## src/verilog/idq_pkg.sv

```systemverilog
// What this block does
// - Serial reply: 0x04, flag 0, 16 bytes
// - Short serial text ends with zero byte
// - Full sixteen-byte serial text sent unterminated
// - Camera version reply: 0x05, flag 0, 3
// - Version low BCD, high BCD, layout code
// - EEPROM firmware reply: 0x06, 3 bytes
// - Microcontroller firmware reply: 0x40, 3 bytes
// - FPGA firmware reply: 0x41, 3 bytes
// - Firmware payload: low, high, layout code
// - Minimum gain reply: 0x08, 16 bytes
// - Gain low in payload byte 2, high 3
// - Reserved gain bytes filled, host ignores them
package idq_pkg;

    localparam logic [7:0] CODE_SERIAL = 8'h04;
    localparam logic [7:0] CODE_CAM_VER = 8'h05;
    localparam logic [7:0] CODE_EE_FW = 8'h06;
    localparam logic [7:0] CODE_MIN_GAIN = 8'h08;
    localparam logic [7:0] CODE_MCU_FW = 8'h40;
    localparam logic [7:0] CODE_FPGA_FW = 8'h41;

    localparam logic [7:0] LEN_TEXT = 8'h10;
    localparam logic [7:0] LEN_VERSION = 8'h03;
    localparam logic [7:0] LEN_GAIN = 8'h10;
    localparam logic [7:0] FLAG_REPLY = 8'h00;
    localparam logic [7:0] RESERVED_FILL = 8'h00;
    localparam logic [7:0] TEXT_END = 8'h00;

    // Reply byte positions: header, then payload from index 0
    localparam logic [4:0] HDR_BYTES = 5'h03;
    localparam logic [4:0] IDX_CODE = 5'h00;
    localparam logic [4:0] IDX_FLAG = 5'h01;
    localparam logic [4:0] IDX_LEN = 5'h02;
    localparam logic [4:0] PAY_VER_LO = 5'h00;
    localparam logic [4:0] PAY_VER_HI = 5'h01;
    localparam logic [4:0] PAY_LAYOUT = 5'h02;
    localparam logic [4:0] PAY_GAIN_LO = 5'h02;
    localparam logic [4:0] PAY_GAIN_HI = 5'h03;
    localparam int TEXT_BYTES = 16;

    localparam logic [7:0] CODE_RST = 8'h00;
    localparam logic [7:0] BYTE_RST = 8'h00;
    localparam logic [4:0] IDX_RST = 5'h00;

    // Expected length of a known query, zero for any other code
    function automatic logic [7:0] query_len(input logic [7:0] code);
        logic [7:0] len;
        len = 8'h00;
        unique case (code)
            CODE_SERIAL, CODE_MIN_GAIN:
                len = LEN_TEXT;
            CODE_CAM_VER, CODE_EE_FW, CODE_MCU_FW, CODE_FPGA_FW:
                len = LEN_VERSION;
            default:
                len = 8'h00;
        endcase
        return len;
    endfunction

endpackage
```

## src/verilog/identity_query_responder.sv

```systemverilog
`timescale 1ns/1ps
module identity_query_responder
    import idq_pkg::*;
(
    // Clock and reset
    input wire logic clk_i,
    input wire logic rstn_i,
    // Parsed command frame
    input wire logic cmd_valid_i,
    input wire logic [7:0] cmd_code_i,
    input wire logic cmd_read_i,
    input wire logic [7:0] cmd_len_i,
    output logic cmd_ready_o,
    output logic cmd_ignored_o,
    // Identity sources
    input wire logic [8*TEXT_BYTES-1:0] serial_text_i,
    input wire logic [4:0] serial_chars_i,
    input wire logic [15:0] cam_version_i,
    input wire logic [15:0] eeprom_fw_i,
    input wire logic [15:0] mcu_fw_i,
    input wire logic [15:0] fpga_fw_i,
    input wire logic [7:0] map_layout_code_i,
    input wire logic [15:0] min_gain_i,
    // Reply byte stream
    output logic tx_valid_o,
    output logic [7:0] tx_data_o,
    output logic tx_last_o,
    input wire logic tx_ready_i
);

    typedef enum logic {ST_IDLE, ST_SEND} state_type;

    state_type state_r;
    logic [7:0] code_r;
    logic [7:0] len_r;
    logic [4:0] idx_r;
    logic [7:0] data_r;
    logic [8*TEXT_BYTES-1:0] text_r;
    logic [4:0] chars_r;
    logic [15:0] ver_r;
    logic [7:0] layout_r;
    logic [15:0] gain_r;

    wire logic take;
    wire logic known;
    wire logic match;
    wire logic start;
    wire logic beat;
    wire logic last;
    wire logic [4:0] next_idx;
    wire logic [4:0] pay_idx;
    wire logic [7:0] next_byte;
    wire logic [15:0] ver_sel;
    wire logic is_serial;
    wire logic is_gain;
    wire logic [7:0] pay_w [0:TEXT_BYTES-1];

    assign cmd_ready_o = (state_r == ST_IDLE);
    assign take = cmd_valid_i && cmd_ready_o;
    assign known = (query_len(cmd_code_i) != 8'h00);
    // Only a read with the exact length starts a reply
    assign match = known && cmd_read_i && (cmd_len_i == query_len(cmd_code_i));
    assign start = take && match;
    assign cmd_ignored_o = take && !match;

    assign ver_sel = (cmd_code_i == CODE_CAM_VER) ? cam_version_i :
                     (cmd_code_i == CODE_EE_FW) ? eeprom_fw_i :
                     (cmd_code_i == CODE_MCU_FW) ? mcu_fw_i :
                     fpga_fw_i;

    assign is_serial = (code_r == CODE_SERIAL);
    assign is_gain = (code_r == CODE_MIN_GAIN);

    // Payload built from the snapshot so a source change mid-reply cannot tear it
    genvar k;
    generate
        for (k = 0; k < TEXT_BYTES; k = k + 1)
        begin : g_pay
            wire logic [4:0] kk;
            wire logic [7:0] txt;
            wire logic [7:0] gn;
            wire logic [7:0] vr;
            assign kk = 5'(k);
            // Bytes from the character count on are zero; a full count leaves no terminator
            assign txt = (kk < chars_r) ? text_r[8*k +: 8] : TEXT_END;
            assign gn = (kk == PAY_GAIN_LO) ? gain_r[7:0] :
                        (kk == PAY_GAIN_HI) ? gain_r[15:8] :
                        RESERVED_FILL;
            assign vr = (kk == PAY_VER_LO) ? ver_r[7:0] :
                        (kk == PAY_VER_HI) ? ver_r[15:8] :
                        (kk == PAY_LAYOUT) ? layout_r :
                        RESERVED_FILL;
            assign pay_w[k] = is_serial ? txt : (is_gain ? gn : vr);
        end
    endgenerate

    assign beat = tx_valid_o && tx_ready_i;
    assign last = (idx_r == 5'(len_r + 8'(HDR_BYTES) - 8'h01));
    assign next_idx = 5'(idx_r + 5'h01);
    assign pay_idx = 5'(next_idx - HDR_BYTES);
    assign next_byte = (next_idx == IDX_FLAG) ? FLAG_REPLY :
                       (next_idx == IDX_LEN) ? len_r :
                       pay_w[pay_idx[3:0]];

    always_ff @(posedge clk_i or negedge rstn_i)
    begin
        if (!rstn_i)
        begin
            state_r <= ST_IDLE;
            idx_r <= IDX_RST;
            data_r <= BYTE_RST;
        end
        else if (start)
        begin
            state_r <= ST_SEND;
            idx_r <= IDX_CODE;
            data_r <= cmd_code_i;
        end
        else if (beat)
        begin
            state_r <= last ? ST_IDLE : ST_SEND;
            idx_r <= last ? IDX_RST : next_idx;
            data_r <= last ? BYTE_RST : next_byte;
        end
    end

    // Snapshot taken only on a valid query; ignored frames touch nothing
    always_ff @(posedge clk_i or negedge rstn_i)
    begin
        if (!rstn_i)
        begin
            code_r <= CODE_RST;
            len_r <= 8'h00;
            text_r <= '0;
            chars_r <= 5'h00;
            ver_r <= 16'h0000;
            layout_r <= 8'h00;
            gain_r <= 16'h0000;
        end
        else if (start)
        begin
            code_r <= cmd_code_i;
            len_r <= cmd_len_i;
            text_r <= serial_text_i;
            chars_r <= serial_chars_i;
            ver_r <= ver_sel;
            layout_r <= map_layout_code_i;
            gain_r <= min_gain_i;
        end
    end

    assign tx_valid_o = (state_r == ST_SEND);
    assign tx_data_o = data_r;
    assign tx_last_o = tx_valid_o && last;

    // Checks
    wire logic [4:0] chk_pay;
    assign chk_pay = 5'(idx_r - HDR_BYTES);

    // Second count of beats, kept apart from idx_r so a wrong index step shows up
    logic [4:0] beat_cnt_r;
    wire logic is_version;
    wire logic [4:0] text_end_idx;
    assign is_version = !is_serial && !is_gain;
    assign text_end_idx = 5'(HDR_BYTES + chars_r);

    always_ff @(posedge clk_i or negedge rstn_i)
    begin
        if (!rstn_i)
        begin
            beat_cnt_r <= IDX_RST;
        end
        else if (start)
        begin
            beat_cnt_r <= IDX_RST;
        end
        else if (beat)
        begin
            beat_cnt_r <= 5'(beat_cnt_r + 5'h01);
        end
    end
endmodule

```

## config.mk

```make
export PLATFORM = sky130hd
export DESIGN_NAME = identity_query_responder
export DESIGN_NICKNAME = d
export VERILOG_FILES = /design/src/verilog/idq_pkg.sv /design/src/verilog/identity_query_responder.sv
export SDC_FILE = /design/constraint.sdc
export NUM_CORES = 1
export LEC_CHECK = 0
export ABC_AREA = 1
export BUFFER_PORTS_ARGS = -buffer_cell sky130_fd_sc_hd__buf_2
export CAP_MARGIN = 20
export CORE_AREA = 3 3 141 143
export DETAILED_ROUTE_END_ITERATION = 8
export DIE_AREA = 0 0 144 146
export PLACE_DENSITY = 0.86
export SLEW_MARGIN = 20
export SYNTH_ARGS = -nofsm -noshare
export SYNTH_HDL_FRONTEND = slang
export SYNTH_SLANG_ARGS = --single-unit
```

## constraint.sdc

```tcl
create_clock -name clk_i -period 4.6 [get_ports clk_i]
set_input_delay 0.46 -clock clk_i [delete_from_list [all_inputs] [get_ports clk_i]]
set_output_delay 0.46 -clock clk_i [all_outputs]
set_load 0.05 [all_outputs]
```

After elaboration in Yosys (flattened, before gate mapping)
Cells that the tools add are included.

storage, ports and cells
  register bits = 203
  bits in latches = 0
  bits in writable memories = 0
  bits in read-only memories = 0
  word-level logic and storage cells = 111
  memories = 0

cells by class
  add/subtract/negate cells = 4
  multiply operators = 0
  div/mod/pow operators = 0
  $lt $le $gt $ge = 17
  eq/ne operators = 12
  shifts and indexed selects = 0
  muxes and demuxes = 54
  bitwise gates (word level) = 2
  reductions and logical operators = 12

operators with widths
  kind                                                       count
  2-to-1 mux 8 bit                                           43
  2-to-1 mux 16 bit                                          3
  less-than comparator 4 x 5 -> 1 bit, first input constant  8
  binary-select mux 8 bit (select 4 bit)                     1
  == test 8 x 3 -> 1 bit, second input constant              4
  less-than comparator 3 x 5 -> 1 bit, first input constant  4
  == test 8 x 4 -> 1 bit, second input constant              2
  == test 8 x 7 -> 1 bit, second input constant              2
  2-to-1 mux 5 bit                                           3
  less-than comparator 1 x 5 -> 1 bit, first input constant  2
  less-than comparator 2 x 5 -> 1 bit, first input constant  2
  case mux 5 bit (2 select lines)                            1
  == test 8 bit                                              1
  nonzero test 8 bit                                         1
  logical AND 1 bit                                          7
  adder 5 x 1 -> 5 bit, second input constant                1
  adder 5 x 2 -> 5 bit, second input constant                1
  == test 5 x 1 -> 1 bit, second input constant              1
  == test 5 x 2 -> 1 bit, second input constant              1
  == test 5 bit                                              1
  >= comparator 5 bit, second input constant                 1
  NOT 4 -> 5 bit                                             1
  subtractor 5 x 1 -> 5 bit, second input constant           1
  OR reduction 4 bit                                         1
  6 further kinds                                            8

Depth between registers and ports, before layout
  depth in word-level cells = 11
  mapped depth = 15
  gate-level depth less buffers = 14

Worst setup path after synthesis
No wires, ideal clock.

  path type = input to output
  from = in cmd_code_i[7]
  to = out cmd_ignored_o
  data arrival time = 2.169 ns
  path slack = 1.971 ns
  cell stages on the path = 9
  buffers on the path = 1
  path through = inv_1 -> nand2_1 -> nor2_1 -> nand2_1 -> nand3_1 -> nand2_1 -> and2_1 -> clkbuf_1 -> a21oi_1

between the ends
  longest elaborated chain between the ends = 8

ends and longest elaborated chain
  item                                                      line                            RTL
  from (decl)                                               identity_query_responder.sv:10  input wire logic [7:0] cmd_code_i,
  == test 8 x 3 -> 1 bit, or another cell as far along      idq_pkg.sv:50                   unique case (code)
  OR reduction 4 bit or OR reduction 2 bit (tied branches)  idq_pkg.sv:50
  case mux 5 bit (2 select lines) (*)                       idq_pkg.sv:50
  nonzero test 8 bit                                        identity_query_responder.sv:60  assign known = (query_len(cmd_code_i) != 8'h00);
  logical AND 1 bit                                         identity_query_responder.sv:62  assign match = known && cmd_read_i && (cmd_len_i == query_len(cmd_code_i));
  logical AND 1 bit (*)                                     identity_query_responder.sv:62
  zero test 1 bit (*)                                       identity_query_responder.sv:64  assign cmd_ignored_o = take && !match;
  logical AND 1 bit (*)                                     identity_query_responder.sv:64
  to (decl)                                                 identity_query_responder.sv:14  output logic cmd_ignored_o,

Mark *: on every way between the ends. The rest lies on a longest branch, timed or not.

Worst setup path in the final report
  from = reg idx_r[0]
  to = reg data_r[6] (netlist: tx_data_o[6])

between the ends
  longest elaborated chain between the ends = 11

ends and longest elaborated chain
  item                                                 line                             RTL
  from (decl)                                          identity_query_responder.sv:36   logic [4:0] idx_r;
  from (signal assigned)                               identity_query_responder.sv:122  idx_r <= last ? IDX_RST : next_idx;
  adder 5 x 1 -> 5 bit                                 identity_query_responder.sv:99   assign next_idx = 5'(idx_r + 5'h01);
  subtractor 4 x 2 -> 4 bit                            identity_query_responder.sv:100  assign pay_idx = 5'(next_idx - HDR_BYTES);
  NOT 4 -> 5 bit (implied by the code)                 identity_query_responder.sv:103  pay_w[pay_idx[3:0]];
  binary-select mux 8 bit (select 4 bit)               identity_query_responder.sv:103
  2-to-1 mux 8 bit (implied by the code) (2 in a row)  identity_query_responder.sv:103
  2-to-1 mux 8 bit                                     identity_query_responder.sv:102  (next_idx == IDX_LEN) ? len_r :
  2-to-1 mux 8 bit                                     identity_query_responder.sv:101  assign next_byte = (next_idx == IDX_FLAG) ? FLAG_REPLY :
  2-to-1 mux 8 bit (*)                                 identity_query_responder.sv:123  data_r <= last ? BYTE_RST : next_byte;
  2-to-1 mux 8 bit (*)                                 identity_query_responder.sv:119  else if (beat)
  2-to-1 mux 8 bit (*)                                 identity_query_responder.sv:113  else if (start)
  to (signal assigned)                                 identity_query_responder.sv:117  data_r <= cmd_code_i;
  to (signal assigned)                                 identity_query_responder.sv:123
  to (decl)                                            identity_query_responder.sv:37   logic [7:0] data_r;

Mark *: on every way between the ends. The rest lies on a longest branch, timed or not. The select of a mux whose other input is x is not followed.
A chain may end at the register's enable or synchronous reset.

==> flow_metrics.tcl <==
set metrics [dict create \
    critPathLaunchType "register" \
    cp_common_cell "nand2_1" \
    slowest_stage "dfrtp_4" \
    die_h_um 146 \
    num_vias 10978 \
    async_flop_share_pct 100 \
    num_rows 50 \
    outcome "finished, final reports clean" \
    synthFlopType "dfrtp_1" \
    clock-sinks 203 \
    fmax_mhz 313 \
    drive_above_1_share_pct 17.0 \
    dp_hpwl_um 22500 \
    numCtsBuffers 21 \
    power_frac_clock_pct 29.6 \
    r2r_end "tx_data_o[6]" \
    nNetsFinal 2039 \
    dieArea_um2 21000 \
    min_period_over_period_pct 69.6 \
    slew_violations 0 \
    area_growth_syn_to_layout_pct 17.9 \
    timing.setup.tns_ps 0 \
    yosysWarnings 0 \
    clk_pin_slew_ps 60 \
    cp.depth 13 \
    p_sw_w 0.00224 \
    diodes 0 \
    clock_path_buffers 3 \
    synth-seq-cells 203 \
    r2r_slack_ps 1400 \
    grt_max_degree 125 \
    hold_viol_final 0 \
    grt_pass1_vias 10358 \
    antenna_left 0 \
    cts_max_level 1 \
    cp_max_fo 47 \
    period_needed_ps 3200 \
    cap_viol_max_count 0 \
    cp_top_family "simple AND/OR/NAND/NOR gates" \
    crit_buf_inv 3 \
    fillers 1570 \
    avgViaCountPerCell 5.38 \
    cp-startpoint "idx_r[0]" \
    antenna_found_initial 0 \
    clk_latency_ps 510 \
    postCtsSetupBuffers 0 \
    wirelength_um 31300 \
    rsz0062_at_grt "no" \
    dr.pass1.iters 7 \
    maxSlewHeadroom_pct 29.3 \
    track_usage_pct 29.3 \
    synth-seq-area-share_pct 46.0 \
    internal-power_w 0.00351 \
    tightestPinTransition_ps 1060 \
    switching_share_pct 38.9 \
    irDropWorstVdd_uv 274 \
    end_kind "register" \
    syn_area_per_cell_um2 6.99 \
    ctsResizeCount 0 \
    cts_root_buf "clkbuf_16" \
    pin_count 254 \
    wire_per_inst_um 15.3 \
    port_buffers 253 \
    pwr-share-comb_pct 36.6 \
    cts_tree "built" \
    p_seq_share_pct 33.8 \
    placed_area_um2 12300 \
    grt_first_pass_wirelength_um 50600 \
    syn-num-nets 1828 \
    synth_edf_count 0 \
    start_util_pct 59.1 \
    syn_inst 1581 \
    overflow 0 \
    cp-endpoint "tx_data_o[6]" \
    cpPeakStageDelay_ps 770 \
    die-width_um 144 \
    finClkSkew_ps 15.4 \
    setup_viol 0 \
    power_density_nw_per_um2 441 \
    cts_hold_buf 0 \
    drc 0 \
    post-route-util_pct 69.7 \
    required_ps 5030 \
    drt-initial-drc-count 1090 \
    r2r-start "idx_r[0]" \
    core_region_area_um2 18700 \
    cp.arrival_ps 3630 \
    reg2reg_depth 13 \
    crit_type "reg -> reg" \
    crit_chain "ha_1 -> inv_1 -> nand2_1 -> nand2_1 -> inv_1 -> nand2_1 -> nand2_1 -> clkinv_1 -> nand2_1 -> nand3_1 -> nand3_1 -> nand2_1 -> nand2_1" \
    ys_types 28 \
    fin_area_um2 13000 \
    synth.cell_area_um2 11000 \
    min_path_type "in -> async" \
    p_leak_nw 7.48 \
    place_congestion 0.918 \
]
==> flip-flops by register name, indices dropped and copies added (netlist names) <==
name and cells:
ver_r 16, chars_r 5, tx_data_o 8, len_r 8, gain_r 16, g_pay.vr 8
tx_valid_o 1, text_r 128, code_r 8, idx_r 5
==> worst min-delay path by stage <==
stage / from / cells after the start / to / slack [ps]
6_report: rstn_i / 1 / text_r[97] / 70
5_1_grt: serial_text_i[78] / 3 / text_r[78] / 150
4_1_cts: serial_text_i[44] / 3 / text_r[44] / 140
3_5_place_dp: code_r[7] / 2 / code_r[7] / 450
3_3_place_gp: code_r[7] / 2 / code_r[7] / 450
2_1_floorplan: rstn_i / 0 / chars_r[0] / 160
==> worst reg2reg max path: cells and delay by family (launching register included) <==
kind	cells	cell delay, ps
buffers and inverters	3	630
and+or+nand+nor	9	1390
DFF	1	770
adders and majority gates	1	320
==> final cells by class <==
| cell class | instances | area (um^2) | area share, % |
|---|---|---|---|
| flip-flops and latches | 203 | 5080 | 39.0 |
| multi-input cells | 1139 | 4980 | 38.2 |
| repair buffers | 264 | 1370 | 10.5 |
| clock buffers | 33 | 631 | 4.84 |
| inverters | 163 | 617 | 4.73 |
| well taps | 234 | 293 | 2.25 |
| clock inverters | 4 | 52.6 | 0.403 |
==> power groups by stage <==
stage	Clock (W)	Sequential [W]	Combinational, W
final	0.00170	0.00194	0.00211
after detailed placement	0	0.00197	0.00206
after global routing	0.00180	0.00195	0.00235
after CTS	0.00172	0.00194	0.00207
after floorplan	0	0.00198	0.00143
after global placement	0	0.00197	0.00202
==> synth_stat cells (4+ instances only) <==
cell type	count	area, um^2
a31oi_1	15	93.8
o21ai_0	35	175
dfrtp_1	203	5080
nand4_1	9	56.3
inv_1	156	586
a21oi_1	38	190
o211ai_1	7	52.6
clkbuf_1	30	113
buf_2	21	105
o221ai_1	16	140
clkinv_1	4	15.0
xnor2_1	7	61.3
buf_1	7	26.3
xor2_1	4	35.0
o21ai_1	62	310
nand3_1	173	866
nor2_1	87	327
ha_1	5	62.6
nand2_1	669	2510
buf_4	18	135
==> kinds of logic (layout without fill, tap and decap cells) <==
kind of cell / Yosys count / in the layout / share of synthesized area (%)
buf+inv: 239 / 464 / 8.97
xor+xnor: 11 / 11 / 0.872
flops: 203 / 203 / 46.0
fa+ha+maj: 5 / 5 / 0.566
simple gates: 946 / 946 / 34.6
compound gates: 177 / 177 / 8.96
==> routing by layer <==
layer	vias to the layer above	part of all wire [%]	global-route usage [%]	wire (um)
li1	5402	-	-	-
met1	5027	42	40.8	13100
met2	469	47	47.4	14800
met3	80	7.9	5.06	2480
met4	0	2.8	8.19	862
met5	-	0	0	0
==> through the flow <==
stage / instances / setup WS [ps] / power, W / hold WS [ps]
3_3_place_gp: 2003 / 1250 / 0.00399 / 449
5_1_grt: 2040 / 1090 / 0.00610 / 148
6_report: 2040 / 1400 / 0.00575 / 71.8
4_1_cts: 2040 / 1500 / 0.00573 / 139
2_1_floorplan: 1581 / 1970 / 0.00341 / 164
3_5_place_dp: 2003 / 1160 / 0.00403 / 453
==> layout by cell type, fill, tap and decap left out, types with 2 or more instances in the layout <==
cell         n
a21oi_1     38
a31oi_1     15
buf_2      252
buf_4       10
clkbuf_1     6
clkbuf_16   21
clkbuf_8     7
clkinv_1     4
dfrtp_1    202
ha_1         5
inv_1      156
inv_2        2
inv_6        2
nand2_1    669
nand3_1    173
nand4_1      9
nor2_1      86
nor2_2       4
nor3_1       2
o211ai_1     7
o21ai_0     35
o21ai_1     61
o21ai_2      2
o221ai_1    16
o22ai_1      3
xnor2_1      7
xor2_1       4
(Power assumes the default switching activity.)
